===== src/cgs_pkg.sv =====
`default_nettype none
package cgs_pkg;
    localparam int ADDR_W = 14;
    localparam int DATA_W = 32;

    // register byte offsets
    localparam logic [13:0] OFS_STATUS = 14'h0000;
    localparam logic [13:0] OFS_OSC_CTRL = 14'h0004;
    localparam logic [13:0] OFS_TRIM = 14'h0008;
    localparam logic [13:0] OFS_USB_CTRL = 14'h000c;
    localparam logic [13:0] OFS_USB_FB_DIV = 14'h0010;
    localparam logic [13:0] OFS_USB_PP_DIV = 14'h0014;
    localparam logic [13:0] OFS_RF1_CTRL = 14'h0018;
    localparam logic [13:0] OFS_RF2_CTRL = 14'h001c;
    localparam logic [13:0] OFS_RF_GLOB = 14'h0020;
    localparam logic [13:0] OFS_DET_CTRL = 14'h0024;
    localparam logic [13:0] OFS_RSVD = 14'h0028;
    localparam logic [13:0] OFS_PRES_BYP = 14'h002c;

    // reset values
    localparam logic [31:0] RST_STATUS = 32'h0000_0000;
    localparam logic [31:0] RST_OSC_CTRL = 32'h00ff_f001;
    localparam logic [31:0] RST_TRIM = 32'h0000_0000;
    localparam logic [31:0] RST_USB_CTRL = 32'h00f9_0001;
    localparam logic [31:0] RST_USB_FB_DIV = 32'h0000_0000;
    localparam logic [31:0] RST_USB_PP_DIV = 32'h0000_0000;
    localparam logic [31:0] RST_RF1_CTRL = 32'h02e3_b190;
    localparam logic [31:0] RST_RF2_CTRL = 32'h02e1_21e0;
    localparam logic [31:0] RST_RF_GLOB = 32'h0000_00c8;
    localparam logic [31:0] RST_DET_CTRL = 32'h0000_100d;
    localparam logic [31:0] RST_RSVD = 32'h0000_000f;
    localparam logic [31:0] RST_PRES_BYP = 32'h0000_0000;

    // writable bit masks; oscillator control keeps bits 23:0 only
    localparam logic [31:0] MASK_OSC_CTRL = 32'h00ff_ffff;
    localparam logic [31:0] MASK_TRIM = 32'h0000_001f;
    localparam logic [31:0] MASK_ALL = 32'hffff_ffff;

    // oscillator control fields
    localparam int OSC_TIMEOUT_LSB = 12;
    localparam int OSC_TIMEOUT_W = 12;
    localparam int OSC_XTAL_DET_EN_BIT = 11;

    // hardware status inputs, gathered
    typedef struct packed {
        logic rf_second_lock_signal;
        logic xtal_timeout;
        logic xtal_clk_present;
        logic xtal_osc_ready;
        logic rf_second_lock_bypass;
        logic rf_detect_done;
        logic rf_clk_in_ok;
        logic rf_second_pll_locked;
        logic rf_first_pll_locked;
        logic xtal_activated;
        logic xtal_enabled;
        logic [7:0] usb_edge_count;
        logic usb_detect_done;
        logic usb_clk_in_ok;
        logic usb_pll_free_running;
        logic post_divider_change_ack;
        logic pre_divider_change_ack;
        logic feedback_divider_change_ack;
        logic usb_pll_lock_bypass;
        logic usb_pll_lock;
    } cgs_hw_status_t;

    typedef struct packed {
        logic [ADDR_W-1:0] addr;
        logic [DATA_W-1:0] wdata;
        logic wr;
        logic rd;
    } cgs_bus_req_t;
endpackage : cgs_pkg
`default_nettype wire


===== src/cgs_sync.sv =====
`default_nettype none
module cgs_sync #(
    parameter int WIDTH = 1
) (
    input wire logic core_clk,
    input wire logic srst,
    input wire logic [WIDTH-1:0] async_in,
    output logic [WIDTH-1:0] sync_out
);
    logic [WIDTH-1:0] meta_reg;
    logic [WIDTH-1:0] sync_reg;

    always_ff @(posedge core_clk) begin
        if (srst) begin
            meta_reg <= '0;
            sync_reg <= '0;
        end else begin
            meta_reg <= async_in;
            sync_reg <= meta_reg;
        end
    end

    assign sync_out = sync_reg;
endmodule : cgs_sync
`default_nettype wire


===== src/cgs_rw_reg.sv =====
`default_nettype none
module cgs_rw_reg #(
    parameter logic [31:0] RESET_VAL = 32'h0000_0000,
    parameter logic [31:0] WR_MASK = 32'hffff_ffff
) (
    input wire logic core_clk,
    input wire logic srst,
    input wire logic wr_en,
    input wire logic [31:0] wdata,
    output logic [31:0] value
);
    logic [31:0] value_reg;
    logic [31:0] value_next;

    // masked bits keep their contents
    assign value_next = (wdata & WR_MASK) | (value_reg & ~WR_MASK);

    always_ff @(posedge core_clk) begin
        if (srst) begin
            value_reg <= RESET_VAL;
        end else if (wr_en) begin
            value_reg <= value_next;
        end
    end

    assign value = value_reg;
endmodule : cgs_rw_reg
`default_nettype wire


===== src/cgs_clock_status_regs.sv =====
`default_nettype none
// Overview of operation
// [RL1] twelve 32-bit registers decoded by offset from the block base address
// [RL2] status at offset zero is read-only and resets to all zero
// [RL3] bit 26 mirrors the second rf pll lock output
// [RL4] bit 25 flags crystal activation timeout
// [RL5] bit 24 shows crystal clock present, only while presence detection enabled
// [RL6] bit 23 high when crystal oscillator clock ready
// [RL7] bit 22 is second rf pll lock or its lock bypass
// [RL8] bit 21 set when rf pll input clock detection completed
// [RL9] bit 20 one when rf pll input clock present and correct
// [RL10] bits 19 and 18 mirror second and first rf pll lock
// [RL11] bit 17 crystal activated, bit 16 crystal enabled
// [RL12] bits 15:8 hold captured usb input clock edge count
// [RL13] bit 7 set when usb input clock detection completed
// [RL14] bit 6 set when usb input clock present with matching frequency
// [RL15] bit 5 set while usb pll runs free
// [RL16] bits 4,3,2 post, pre, feedback divider change acknowledges
// [RL17] bit 1 is usb pll lock or usb lock bypass
// [RL18] bit 0 reflects usb pll lock
// [RL19] writes to unused oscillator control bits are ignored
// [RL20] crystal timeout field bits 23:12, reset all ones
// [RL21] status driven from synchronised inputs; reads harmless, writes ignored
module cgs_clock_status_regs
    import cgs_pkg::*;
(
    input wire logic core_clk,
    input wire logic srst,
    input wire logic [cgs_pkg::ADDR_W-1:0] reg_addr,
    input wire logic [cgs_pkg::DATA_W-1:0] reg_wdata,
    input wire logic reg_wr,
    input wire logic reg_rd,
    output logic [cgs_pkg::DATA_W-1:0] reg_rdata,
    input wire cgs_pkg::cgs_hw_status_t hw_status,
    output logic [cgs_pkg::OSC_TIMEOUT_W-1:0] xtal_activation_timeout,
    output logic xtal_detect_enable,
    output logic [31:0] osc_ctrl_value,
    output logic [31:0] trim_value,
    output logic [31:0] usb_ctrl_value,
    output logic [31:0] usb_fb_div_value,
    output logic [31:0] usb_pp_div_value,
    output logic [31:0] rf1_ctrl_value,
    output logic [31:0] rf2_ctrl_value,
    output logic [31:0] rf_glob_value,
    output logic [31:0] det_ctrl_value,
    output logic [31:0] pres_byp_value
);
    import cgs_pkg::*;

    localparam int NREG = 12;
    localparam int STAT_W = $bits(cgs_hw_status_t);

    // decoded register select
    function automatic logic hit(input logic [ADDR_W-1:0] a, input logic [ADDR_W-1:0] ofs);
        hit = (a == ofs);
    endfunction : hit

    // all pins cross into core_clk before use [RL21]
    cgs_hw_status_t hw_sync;
    logic [STAT_W-1:0] hw_sync_bits;

    cgs_sync #(
        .WIDTH(STAT_W)
    ) u_sync (
        .core_clk(core_clk),
        .srst(srst),
        .async_in(hw_status),
        .sync_out(hw_sync_bits)
    );

    assign hw_sync = cgs_hw_status_t'(hw_sync_bits);

    // write strobes per register [RL1]
    wire logic [NREG-1:0] wr_sel;
    assign wr_sel[0] = 1'b0; // status takes no writes [RL2] [RL21]
    assign wr_sel[1] = reg_wr && hit(reg_addr, OFS_OSC_CTRL);
    assign wr_sel[2] = reg_wr && hit(reg_addr, OFS_TRIM);
    assign wr_sel[3] = reg_wr && hit(reg_addr, OFS_USB_CTRL);
    assign wr_sel[4] = reg_wr && hit(reg_addr, OFS_USB_FB_DIV);
    assign wr_sel[5] = reg_wr && hit(reg_addr, OFS_USB_PP_DIV);
    assign wr_sel[6] = reg_wr && hit(reg_addr, OFS_RF1_CTRL);
    assign wr_sel[7] = reg_wr && hit(reg_addr, OFS_RF2_CTRL);
    assign wr_sel[8] = reg_wr && hit(reg_addr, OFS_RF_GLOB);
    assign wr_sel[9] = reg_wr && hit(reg_addr, OFS_DET_CTRL);
    assign wr_sel[10] = reg_wr && hit(reg_addr, OFS_RSVD);
    assign wr_sel[11] = reg_wr && hit(reg_addr, OFS_PRES_BYP);

    logic [31:0] rsvd_value;

    // unused bits 31:24 refuse writes [RL19]
    cgs_rw_reg #(.RESET_VAL(RST_OSC_CTRL), .WR_MASK(MASK_OSC_CTRL)) u_osc (
        .core_clk(core_clk), .srst(srst), .wr_en(wr_sel[1]),
        .wdata(reg_wdata), .value(osc_ctrl_value));
    cgs_rw_reg #(.RESET_VAL(RST_TRIM), .WR_MASK(MASK_TRIM)) u_trim (
        .core_clk(core_clk), .srst(srst), .wr_en(wr_sel[2]),
        .wdata(reg_wdata), .value(trim_value));
    cgs_rw_reg #(.RESET_VAL(RST_USB_CTRL), .WR_MASK(MASK_ALL)) u_usb (
        .core_clk(core_clk), .srst(srst), .wr_en(wr_sel[3]),
        .wdata(reg_wdata), .value(usb_ctrl_value));
    cgs_rw_reg #(.RESET_VAL(RST_USB_FB_DIV), .WR_MASK(MASK_ALL)) u_fb (
        .core_clk(core_clk), .srst(srst), .wr_en(wr_sel[4]),
        .wdata(reg_wdata), .value(usb_fb_div_value));
    cgs_rw_reg #(.RESET_VAL(RST_USB_PP_DIV), .WR_MASK(MASK_ALL)) u_pp (
        .core_clk(core_clk), .srst(srst), .wr_en(wr_sel[5]),
        .wdata(reg_wdata), .value(usb_pp_div_value));
    cgs_rw_reg #(.RESET_VAL(RST_RF1_CTRL), .WR_MASK(MASK_ALL)) u_rf1 (
        .core_clk(core_clk), .srst(srst), .wr_en(wr_sel[6]),
        .wdata(reg_wdata), .value(rf1_ctrl_value));
    cgs_rw_reg #(.RESET_VAL(RST_RF2_CTRL), .WR_MASK(MASK_ALL)) u_rf2 (
        .core_clk(core_clk), .srst(srst), .wr_en(wr_sel[7]),
        .wdata(reg_wdata), .value(rf2_ctrl_value));
    cgs_rw_reg #(.RESET_VAL(RST_RF_GLOB), .WR_MASK(MASK_ALL)) u_glob (
        .core_clk(core_clk), .srst(srst), .wr_en(wr_sel[8]),
        .wdata(reg_wdata), .value(rf_glob_value));
    cgs_rw_reg #(.RESET_VAL(RST_DET_CTRL), .WR_MASK(MASK_ALL)) u_det (
        .core_clk(core_clk), .srst(srst), .wr_en(wr_sel[9]),
        .wdata(reg_wdata), .value(det_ctrl_value));
    cgs_rw_reg #(.RESET_VAL(RST_RSVD), .WR_MASK(MASK_ALL)) u_rsvd (
        .core_clk(core_clk), .srst(srst), .wr_en(wr_sel[10]),
        .wdata(reg_wdata), .value(rsvd_value));
    cgs_rw_reg #(.RESET_VAL(RST_PRES_BYP), .WR_MASK(MASK_ALL)) u_byp (
        .core_clk(core_clk), .srst(srst), .wr_en(wr_sel[11]),
        .wdata(reg_wdata), .value(pres_byp_value));

    // timeout field, counted in slow clock cycles plus eight downstream [RL20]
    assign xtal_activation_timeout =
        osc_ctrl_value[OSC_TIMEOUT_LSB +: OSC_TIMEOUT_W];
    assign xtal_detect_enable = osc_ctrl_value[OSC_XTAL_DET_EN_BIT];

    // status word, bits 31:27 read zero
    logic [31:0] status_reg;
    logic [31:0] status_next;

    assign status_next = {
        5'h00,
        hw_sync.rf_second_lock_signal, // [RL3]
        hw_sync.xtal_timeout, // [RL4]
        hw_sync.xtal_clk_present & xtal_detect_enable, // [RL5]
        hw_sync.xtal_osc_ready, // [RL6]
        hw_sync.rf_second_pll_locked | hw_sync.rf_second_lock_bypass, // [RL7]
        hw_sync.rf_detect_done, // [RL8]
        hw_sync.rf_clk_in_ok, // [RL9]
        hw_sync.rf_second_pll_locked, // [RL10]
        hw_sync.rf_first_pll_locked, // [RL10]
        hw_sync.xtal_activated, // [RL11]
        hw_sync.xtal_enabled, // [RL11]
        hw_sync.usb_edge_count, // [RL12]
        hw_sync.usb_detect_done, // [RL13]
        hw_sync.usb_clk_in_ok & hw_sync.usb_detect_done, // [RL14]
        hw_sync.usb_pll_free_running, // [RL15]
        hw_sync.post_divider_change_ack, // [RL16]
        hw_sync.pre_divider_change_ack, // [RL16]
        hw_sync.feedback_divider_change_ack, // [RL16]
        hw_sync.usb_pll_lock | hw_sync.usb_pll_lock_bypass, // [RL17]
        hw_sync.usb_pll_lock // [RL18]
    };

    // edge count only captured on a good detection, held otherwise [RL12]
    wire logic cnt_capture = hw_sync.usb_detect_done & hw_sync.usb_clk_in_ok;

    always_ff @(posedge core_clk) begin
        if (srst) begin
            status_reg <= RST_STATUS; // [RL2]
        end else begin
            status_reg <= cnt_capture ? status_next
                : {status_next[31:16], status_reg[15:8], status_next[7:0]};
        end
    end

    // read mux; unmapped offsets read zero [RL1]
    logic [31:0] rd_mux;
    always_comb begin
        unique case (reg_addr)
            OFS_STATUS: rd_mux = status_reg;
            OFS_OSC_CTRL: rd_mux = osc_ctrl_value;
            OFS_TRIM: rd_mux = trim_value;
            OFS_USB_CTRL: rd_mux = usb_ctrl_value;
            OFS_USB_FB_DIV: rd_mux = usb_fb_div_value;
            OFS_USB_PP_DIV: rd_mux = usb_pp_div_value;
            OFS_RF1_CTRL: rd_mux = rf1_ctrl_value;
            OFS_RF2_CTRL: rd_mux = rf2_ctrl_value;
            OFS_RF_GLOB: rd_mux = rf_glob_value;
            OFS_DET_CTRL: rd_mux = det_ctrl_value;
            OFS_RSVD: rd_mux = rsvd_value;
            OFS_PRES_BYP: rd_mux = pres_byp_value;
            default: rd_mux = 32'h0000_0000;
        endcase
    end

    // read has no side effect [RL21]
    logic [31:0] rdata_reg;
    always_ff @(posedge core_clk) begin
        if (srst) begin
            rdata_reg <= 32'h0000_0000;
        end else if (reg_rd) begin
            rdata_reg <= rd_mux;
        end else begin
            rdata_reg <= 32'h0000_0000;
        end
    end

    assign reg_rdata = rdata_reg;
endmodule : cgs_clock_status_regs
`default_nettype wire


===== config.mk =====
export PLATFORM = sky130hd
export DESIGN_NAME = cgs_clock_status_regs
export DESIGN_NICKNAME = d
export VERILOG_FILES = /design/src/cgs_pkg.sv /design/src/cgs_sync.sv /design/src/cgs_rw_reg.sv /design/src/cgs_clock_status_regs.sv
export SDC_FILE = /design/constraint.sdc
export NUM_CORES = 1
export LEC_CHECK = 0
export BUFFER_PORTS_ARGS = -buffer_cell sky130_fd_sc_hd__buf_4
export CORE_ASPECT_RATIO = 2
export CORE_MARGIN = 1.5
export CORE_UTILIZATION = 43
export CTS_CLUSTER_SIZE = 25
export DETAILED_ROUTE_END_ITERATION = 8
export GPL_TIMING_DRIVEN = 0
export PLACE_DENSITY = 0.68
export SYNTH_ARGS = -nofsm -noshare
export SYNTH_HDL_FRONTEND = slang
export SYNTH_HIERARCHICAL = 1
export SYNTH_SLANG_ARGS = --single-unit

===== constraint.sdc =====
create_clock -name core_clk -period 2.7 [get_ports core_clk]
set_input_delay 0.135 -clock core_clk [delete_from_list [all_inputs] [get_ports core_clk]]
set_output_delay 0.135 -clock core_clk [all_outputs]
set_load 0.01 [all_outputs]

==> results of run 1 <==
[cell families (layout without fill, tap and decap cells)]
family / Yosys count / after routing / synth area share
AOI/OAI and AO/OA: 310 / 310 / 0.1253
buffers and inverters: 184 / 710 / 0.08167
DFF: 430 / 430 / 0.4714
muxes: 324 / 324 / 0.1800
other: 2 / 36 / 0.0004112
and+or+nand+nor: 534 / 534 / 0.1412
[cells in the mapped netlist (5+ instances only)]
cell	instances
o2bb2ai_1	5
a22oi_1	82
buf_12	26
nand2_1	36
a31oi_1	18
a211o_1	43
buf_6	19
a21oi_1	42
nor2_1	299
nand3_1	23
mux2i_1	306
clkbuf_1	59
a221oi_1	5
dfxtp_1	430
o32ai_1	6
a22o_1	17
o22ai_1	25
and2_1	9
nor2b_1	106
and2b_2	5
o21ai_0	24
buf_4	49
buf_2	24
a211o_2	10
a222oi_1	16
mux2_2	16
nor3_1	18
and2b_1	16
[area by class of cell]
class / instances / area, um2
fill: 3766 / 17790
sequential: 430 / 8608
multi-input combinational: 1203 / 8396
timing repair buffer: 462 / 3623
buffer: 182 / 1511
clock buffer: 51 / 1101
tap: 540 / 675.6
clock inverter: 14 / 201.4
inverter: 1 / 3.754
antenna: 1 / 2.502
[worst min path at each step]
stage,slack (ns),cells after the start,from,end
5_1_grt,0.10,4,reg_rd,reg_rdata[26]
4_1_cts,0.09,4,reg_rd,reg_rdata[26]
6_report,0.09,4,reg_rd,reg_rdata[26]
3_5_place_dp,0.35,2,hw_status[19],u_sync/meta_reg[19]
2_1_floorplan,0.21,1,srst,status_reg[0]
3_3_place_gp,0.35,2,hw_status[17],u_sync/meta_reg[17]
[power groups by stage]
stage / registers [W] / logic (W) / clock network (W)
after floorplan: 0.00654 / 0.000337 / 0
after global placement: 0.00654 / 0.000746 / 0
after detailed placement: 0.00654 / 0.000754 / 0
after CTS: 0.00640 / 0.000830 / 0.00586
after global routing: 0.00640 / 0.000893 / 0.00609
final: 0.00640 / 0.000883 / 0.00586
[layer usage]
layer | part of all wire | routed length, um | global-route usage | vias to the layer above
li1 | - | - | - | 7320
met1 | 0.33 | 30530 | 0.4354 | 8349
met2 | 0.47 | 43220 | 0.6720 | 1256
met3 | 0.085 | 7728 | 0.06935 | 417
met4 | 0.11 | 9898 | 0.3663 | 0
met5 | 0 | 0 | 0 | -
[through the flow]
| step | area, um2 | total power, W | instances |
|---|---|---|---|
| after global routing | 24120 | 0.01338 | 2883 |
| after detailed placement | 22130 | 0.007297 | 2758 |
| after floorplan | 18390 | 0.006873 | 1817 |
| after CTS | 24080 | 0.01309 | 2883 |
| after global placement | 22060 | 0.007288 | 2756 |
| final | 24120 | 0.01314 | 2884 |
[repair_timing]
item	in CTS	in global routing
gates resized for setup	16	15
hold endpoints to repair	332	0
hold buffers	59	0
pin swaps	1	0
buffers inserted	2	0
endpoints found under the setup margin	254	56
[critical path, delay by kind of cell]
kind,cells,cell delay [ns]
compound gates,3,0.77
simple gates,1,0.34
buf+inv,4,2.00
==> out/metrics.csv, run 1 <==
metric,value,unit
"top cells by area, synth","dfxtp_1, mux2i_1, nor2_1",
cell mode on critical path,buf_2,
Total GRT Usage,0.4047,
clock share of power,0.446,
VDD IR max,0.0004120,V
initial DRC count,2046,
Post-Syn Instances,1784,
Ys Warns,6,
chip height,294.4,um
Critical Path Source,reg_addr[3],
Clock Latency Late Sink,0.55,ns
global-route wire length before repair,123.9,mm
Comb pwr share,0.067,
Lkg Pwr,9.150,nW
"commonest non-fill, non-tap cells in the layout","buf_4, dfxtp_1, mux2i_1, nor2_1, nor2b_1",
largest net degree at the start of global routing,75,
sequential area share after synthesis,0.4714,
Internal Power,0.01001,W
pwr dens,544.8,nW/um2
initial antenna violation count,0,
"Primary FF master, synth",dfxtp_1,
H-tree depth,2,
largest area contributor in the synthesized netlist,dfxtp_1,
crit end category,register,
vias in the first global route,16740,
Hold WS,0.09185,ns
Yosys top cell area share,0.4714,
GP Congestion,1.005,
#FFs+latches synth,430,
"Area growth, synth to finish",32.09,%
reg-to-reg endpoint,reg_rdata[22],
Sw Share,0.2382,
violated checks,setup timing,
CTS tree,done,
CP max FO,10,
die area,43790,um2
worst-margin pin slew,1.385,ns
"most common cell after layout, fill and taps aside",buf_4,
Final Util,0.5756,
I/O Pins,442,
Die X,148.7,um
internal reg-to-reg setup slack,1.13,ns
fin crit share,1.051,
max incr delay on CP,0.62,ns
Critical Path Source Type,primary input,
via density per instance,6.013,
Vias,17340,
pre-CTS WS,-1.189,ns
fin. max-slew vios,0,
# DRC,0,
crit path DAT,3.27,ns
RR Startpoint,u_usb/value[22],
fin nets,2395,
"Slowest-stage cell, CP",buf_2,
unrepaired setup endpoints after global routing,true,
clk buf depth,3,
PortBufs,399,
clock root cell,clkbuf_16,
layout cells sized above 1,0.2766,
Initial Utilization,0.4358,
fin crit period,2.838,ns
Sum Neg Setup Slack,-0.8664,ns
Clock Sinks,430,
switching pwr,0.003130,W
final hold vios,0,
Worst slew margin,0.06929,
achievable frequency,352.4,MHz
synth unique cells,58,
total of max-cap violations,0,
DR pass1 iterations,8,
final setup margin,-0.1376,ns
Reg power frac,0.487,
CP Capture Point,reg_rdata[4],
"Reg clk slew, reported paths",0.07,ns
number of synthesized flops with an enable pin,0,
gr ovfl total,0,
row count,106,
Syn Area/Cell,10.24,um2
Mapped Area,18260,um2
HP Class,primary input to register,
skew final,0.01322,ns
Final ANT Viol Nets,0,
outcome,finished with violations,
core area,41910,um2
DP Wirelength,66.98,mm
final wirelength,91.38,mm
DR WL/cell,31.69,um
Post-synth ARST share,0,
Worst Path Required,3.14,ns
CP Cell Sequence,buf_2 -> buf_2 -> buf_2 -> buf_2 -> nand3_1 -> o22ai_1 -> o21ai_0 -> a21oi_1,
worst r2r path cells,5,
CTS Buf Count,38,
critical path type,primary input to register,
final setup vio count,27,
Power figures use the tool's default switching activity.
==> inputs of run 2 (changes only) <==
--- a/config.mk
+++ b/config.mk
@@ -5,14 +5,18 @@
 export SDC_FILE = /design/constraint.sdc
 export NUM_CORES = 1
 export LEC_CHECK = 0
+export ABC_AREA = 1
 export BUFFER_PORTS_ARGS = -buffer_cell sky130_fd_sc_hd__buf_4
+export CELL_PAD_IN_SITES_DETAIL_PLACEMENT = 2
+export CELL_PAD_IN_SITES_GLOBAL_PLACEMENT = 2
 export CORE_ASPECT_RATIO = 2
 export CORE_MARGIN = 1.5
-export CORE_UTILIZATION = 43
+export CORE_UTILIZATION = 29
 export CTS_CLUSTER_SIZE = 25
 export DETAILED_ROUTE_END_ITERATION = 8
 export GPL_TIMING_DRIVEN = 0
-export PLACE_DENSITY = 0.68
+export MAX_ROUTING_LAYER = met4
+export PLACE_DENSITY = 0.82
 export SYNTH_ARGS = -nofsm -noshare
 export SYNTH_HDL_FRONTEND = slang
 export SYNTH_HIERARCHICAL = 1
==> run 2 against run 1 <==
Effect of this change: the run now ends clean; routed wire length up 36%; cell area up 11%; clock skew up 0.0047 ns; synthesized cell count up 76%; core utilization down 19 points; clock-buffer cell count up 12; sequential share of layout area down 3.7 points; hold slack worse by 0.023 ns; total power up 12%; first-iteration DRC count down 30%; setup slack better by 0.41 ns; sequential cell count unchanged; largest power group is now clock.
==> out/metrics.csv, run 2 <==
metric,value,unit
outcome,"complete, no violations",
"Reg clk slew, reported paths",0.07,ns
"commonest non-fill, non-tap cells in the layout","nand2_1, nor2_1, buf_4, dfxtp_1, nand3_1",
Ant. Diodes,0,
Vias,23190,
GRT busiest layer,met2,
Synth top cells by count,"nand2_1, nor2_1, dfxtp_1",
fin. max-slew vios,0,
Comb pwr share,0.061,
clock root cell,clkbuf_16,
global-route wire length before repair,173.8,mm
#FFs+latches synth,430,
vias in the first global route,24200,
Lkg Pwr,13.77,nW
DR pass1 iterations,5,
met2 usage,0.5664,
pre-CTS WS,-0.2140,ns
final hold vios,0,
Syn Area/Cell,6.468,um2
"most common cell after layout, fill and taps aside",nand2_1,
chip height,377.1,um
core area,69420,um2
CTS Buf Count,45,
PortBufs,406,
number of synthesized flops with an enable pin,0,
crit end category,register,
post-synthesis adder-cell area fraction,0,
Final ANT Viol Nets,0,
unrepaired setup endpoints after global routing,false,
Clock Sinks,430,
Post-synth ARST share,0,
layout cells sized above 1,0.1931,
I/O Pins,442,
HP Class,primary input to register,
H-tree depth,2,
DP Wirelength,94.24,mm
Hold WS,0.06879,ns
Synth Area in Compound Gates,0.004932,
Critical Path Source Type,primary input,
worst-margin pin slew,1.174,ns
CP max FO,10,
final wirelength,124.3,mm
Final Instance Area,26890,um2
gr ovfl total,0,
final setup margin,0.2719,ns
Reg power frac,0.436,
dpl cell area,24600,um2
"Primary FF master, synth",dfxtp_1,
CTS tree,done,
sequential area share after synthesis,0.4241,
pwr dens,546.5,nW/um2
fin crit period,2.428,ns
via density per instance,5.016,
row count,137,
# DRC,0,
crit path DAT,2.93,ns
Sw Share,0.2448,
achievable frequency,411.9,MHz
Synth Area in XOR/XNOR,0,
clk buf depth,3,
critical path type,primary input to register,
# resized after CTS,0,
met1 GRT Util,0.4179,
Ys Warns,6,
Worst slew margin,0.2172,
most numerous cell in the Yosys netlist,nand2_1,
GR Util met3,0.04446,
Total GRT Usage,0.3509,
die area,71680,um2
"Area growth, synth to finish",32.46,%
switching pwr,0.003597,W
"top cells by area, synth","dfxtp_1, nand2_1, nor2_1",
total of max-cap violations,0,
final setup vio count,0,
skew final,0.01796,ns
Die X,190.1,um
initial DRC count,1434,
Mapped Area,20300,um2
main combinational cell family by area after synthesis,simple AND/OR/NAND/NOR gates,
simple-gate share of the synthesized area,0.4123,
DR WL/cell,26.90,um
mux contribution to synthesized area,0,
initial antenna violation count,0,
synth unique cells,21,
Internal Power,0.01110,W
Clock Latency Late Sink,0.60,ns
Initial Utilization,0.2924,
largest net degree at the start of global routing,15,
fin crit share,0.8993,
fin nets,3760,
GP Congestion,0.9433,
Post-Syn Instances,3138,
"Hold-fix buffers, CTS",59,
Yosys top cell area share,0.4241,
clock share of power,0.503,
largest area contributor in the synthesized netlist,dfxtp_1,
postcts setup bufs,0,
VDD IR max,0.0003748,V
Worst Path Required,3.21,ns
## run 2: cell families after synthesis
family	Yosys count
AND/OR/NAND/NOR	2068
AO/OA/AOI/OAI	20
buffers and inverters	618
other	2
flip-flops	430
## run 2: layout make-up
cell class	count	area, um2
plain buffers	225	1737
clock buffers	63	1336
clock inverters	20	360.3
fillers	8433	42540
inverters	393	1475
multi-input cells	2123	8601
flip-flops and latches	430	8608
well taps	903	1130
repair buffers	465	3638
## run 2: final timing paths
check                     startpoint                   to  slack (ns)  cells after the start
setup / recovery         reg_addr[1]        reg_rdata[23]        0.27                     11
hold / removal                  srst  u_sync/meta_reg[26]        0.07                      3
setup reg to reg      u_usb/value[0]         reg_rdata[0]        1.17                      6
hold reg to reg   u_sync/sync_out[3]        status_reg[3]        0.40                      2
## run 2: per-stage QoR
stage,cells,setup TNS [ns],total power [W],util
6_report,4622,0,0.01469,0.3873
5_1_grt,4622,0,0.01506,0.3873
2_1_floorplan,3171,0,0.006926,-
3_3_place_gp,4480,-0.7922,0.007307,0.3543
3_5_place_dp,4480,-3.192,0.007340,0.3543
4_1_cts,4622,0,0.01478,0.3873
## run 2: layer usage
layer	up-vias	wire, um
met5	-	0
met4	0	8225
met3	247	7701
met2	1006	57560
met1	11530	50860
li1	10400	-
## run 2: worst max-delay path, stage by stage
cell and delay (ns):
buf_4 0.11, nor2_2 0.21, nand2_1 0.20, nor2_2 0.61
nand2_1 0.55, nand2_1 0.22, nor2_1 0.07, nand3_1 0.08
nand2_2 0.26, buf_6 0.26, nor2_1 0.20
## run 2: power groups by stage
stage / sequential (W) / combinational, W / clock, W
after global routing: 0.00640 / 0.000954 / 0.00771
after detailed placement: 0.00654 / 0.000795 / 0
final: 0.00640 / 0.000901 / 0.00739
after global placement: 0.00654 / 0.000764 / 0
after floorplan: 0.00654 / 0.000388 / 0
after CTS: 0.00640 / 0.000872 / 0.00751
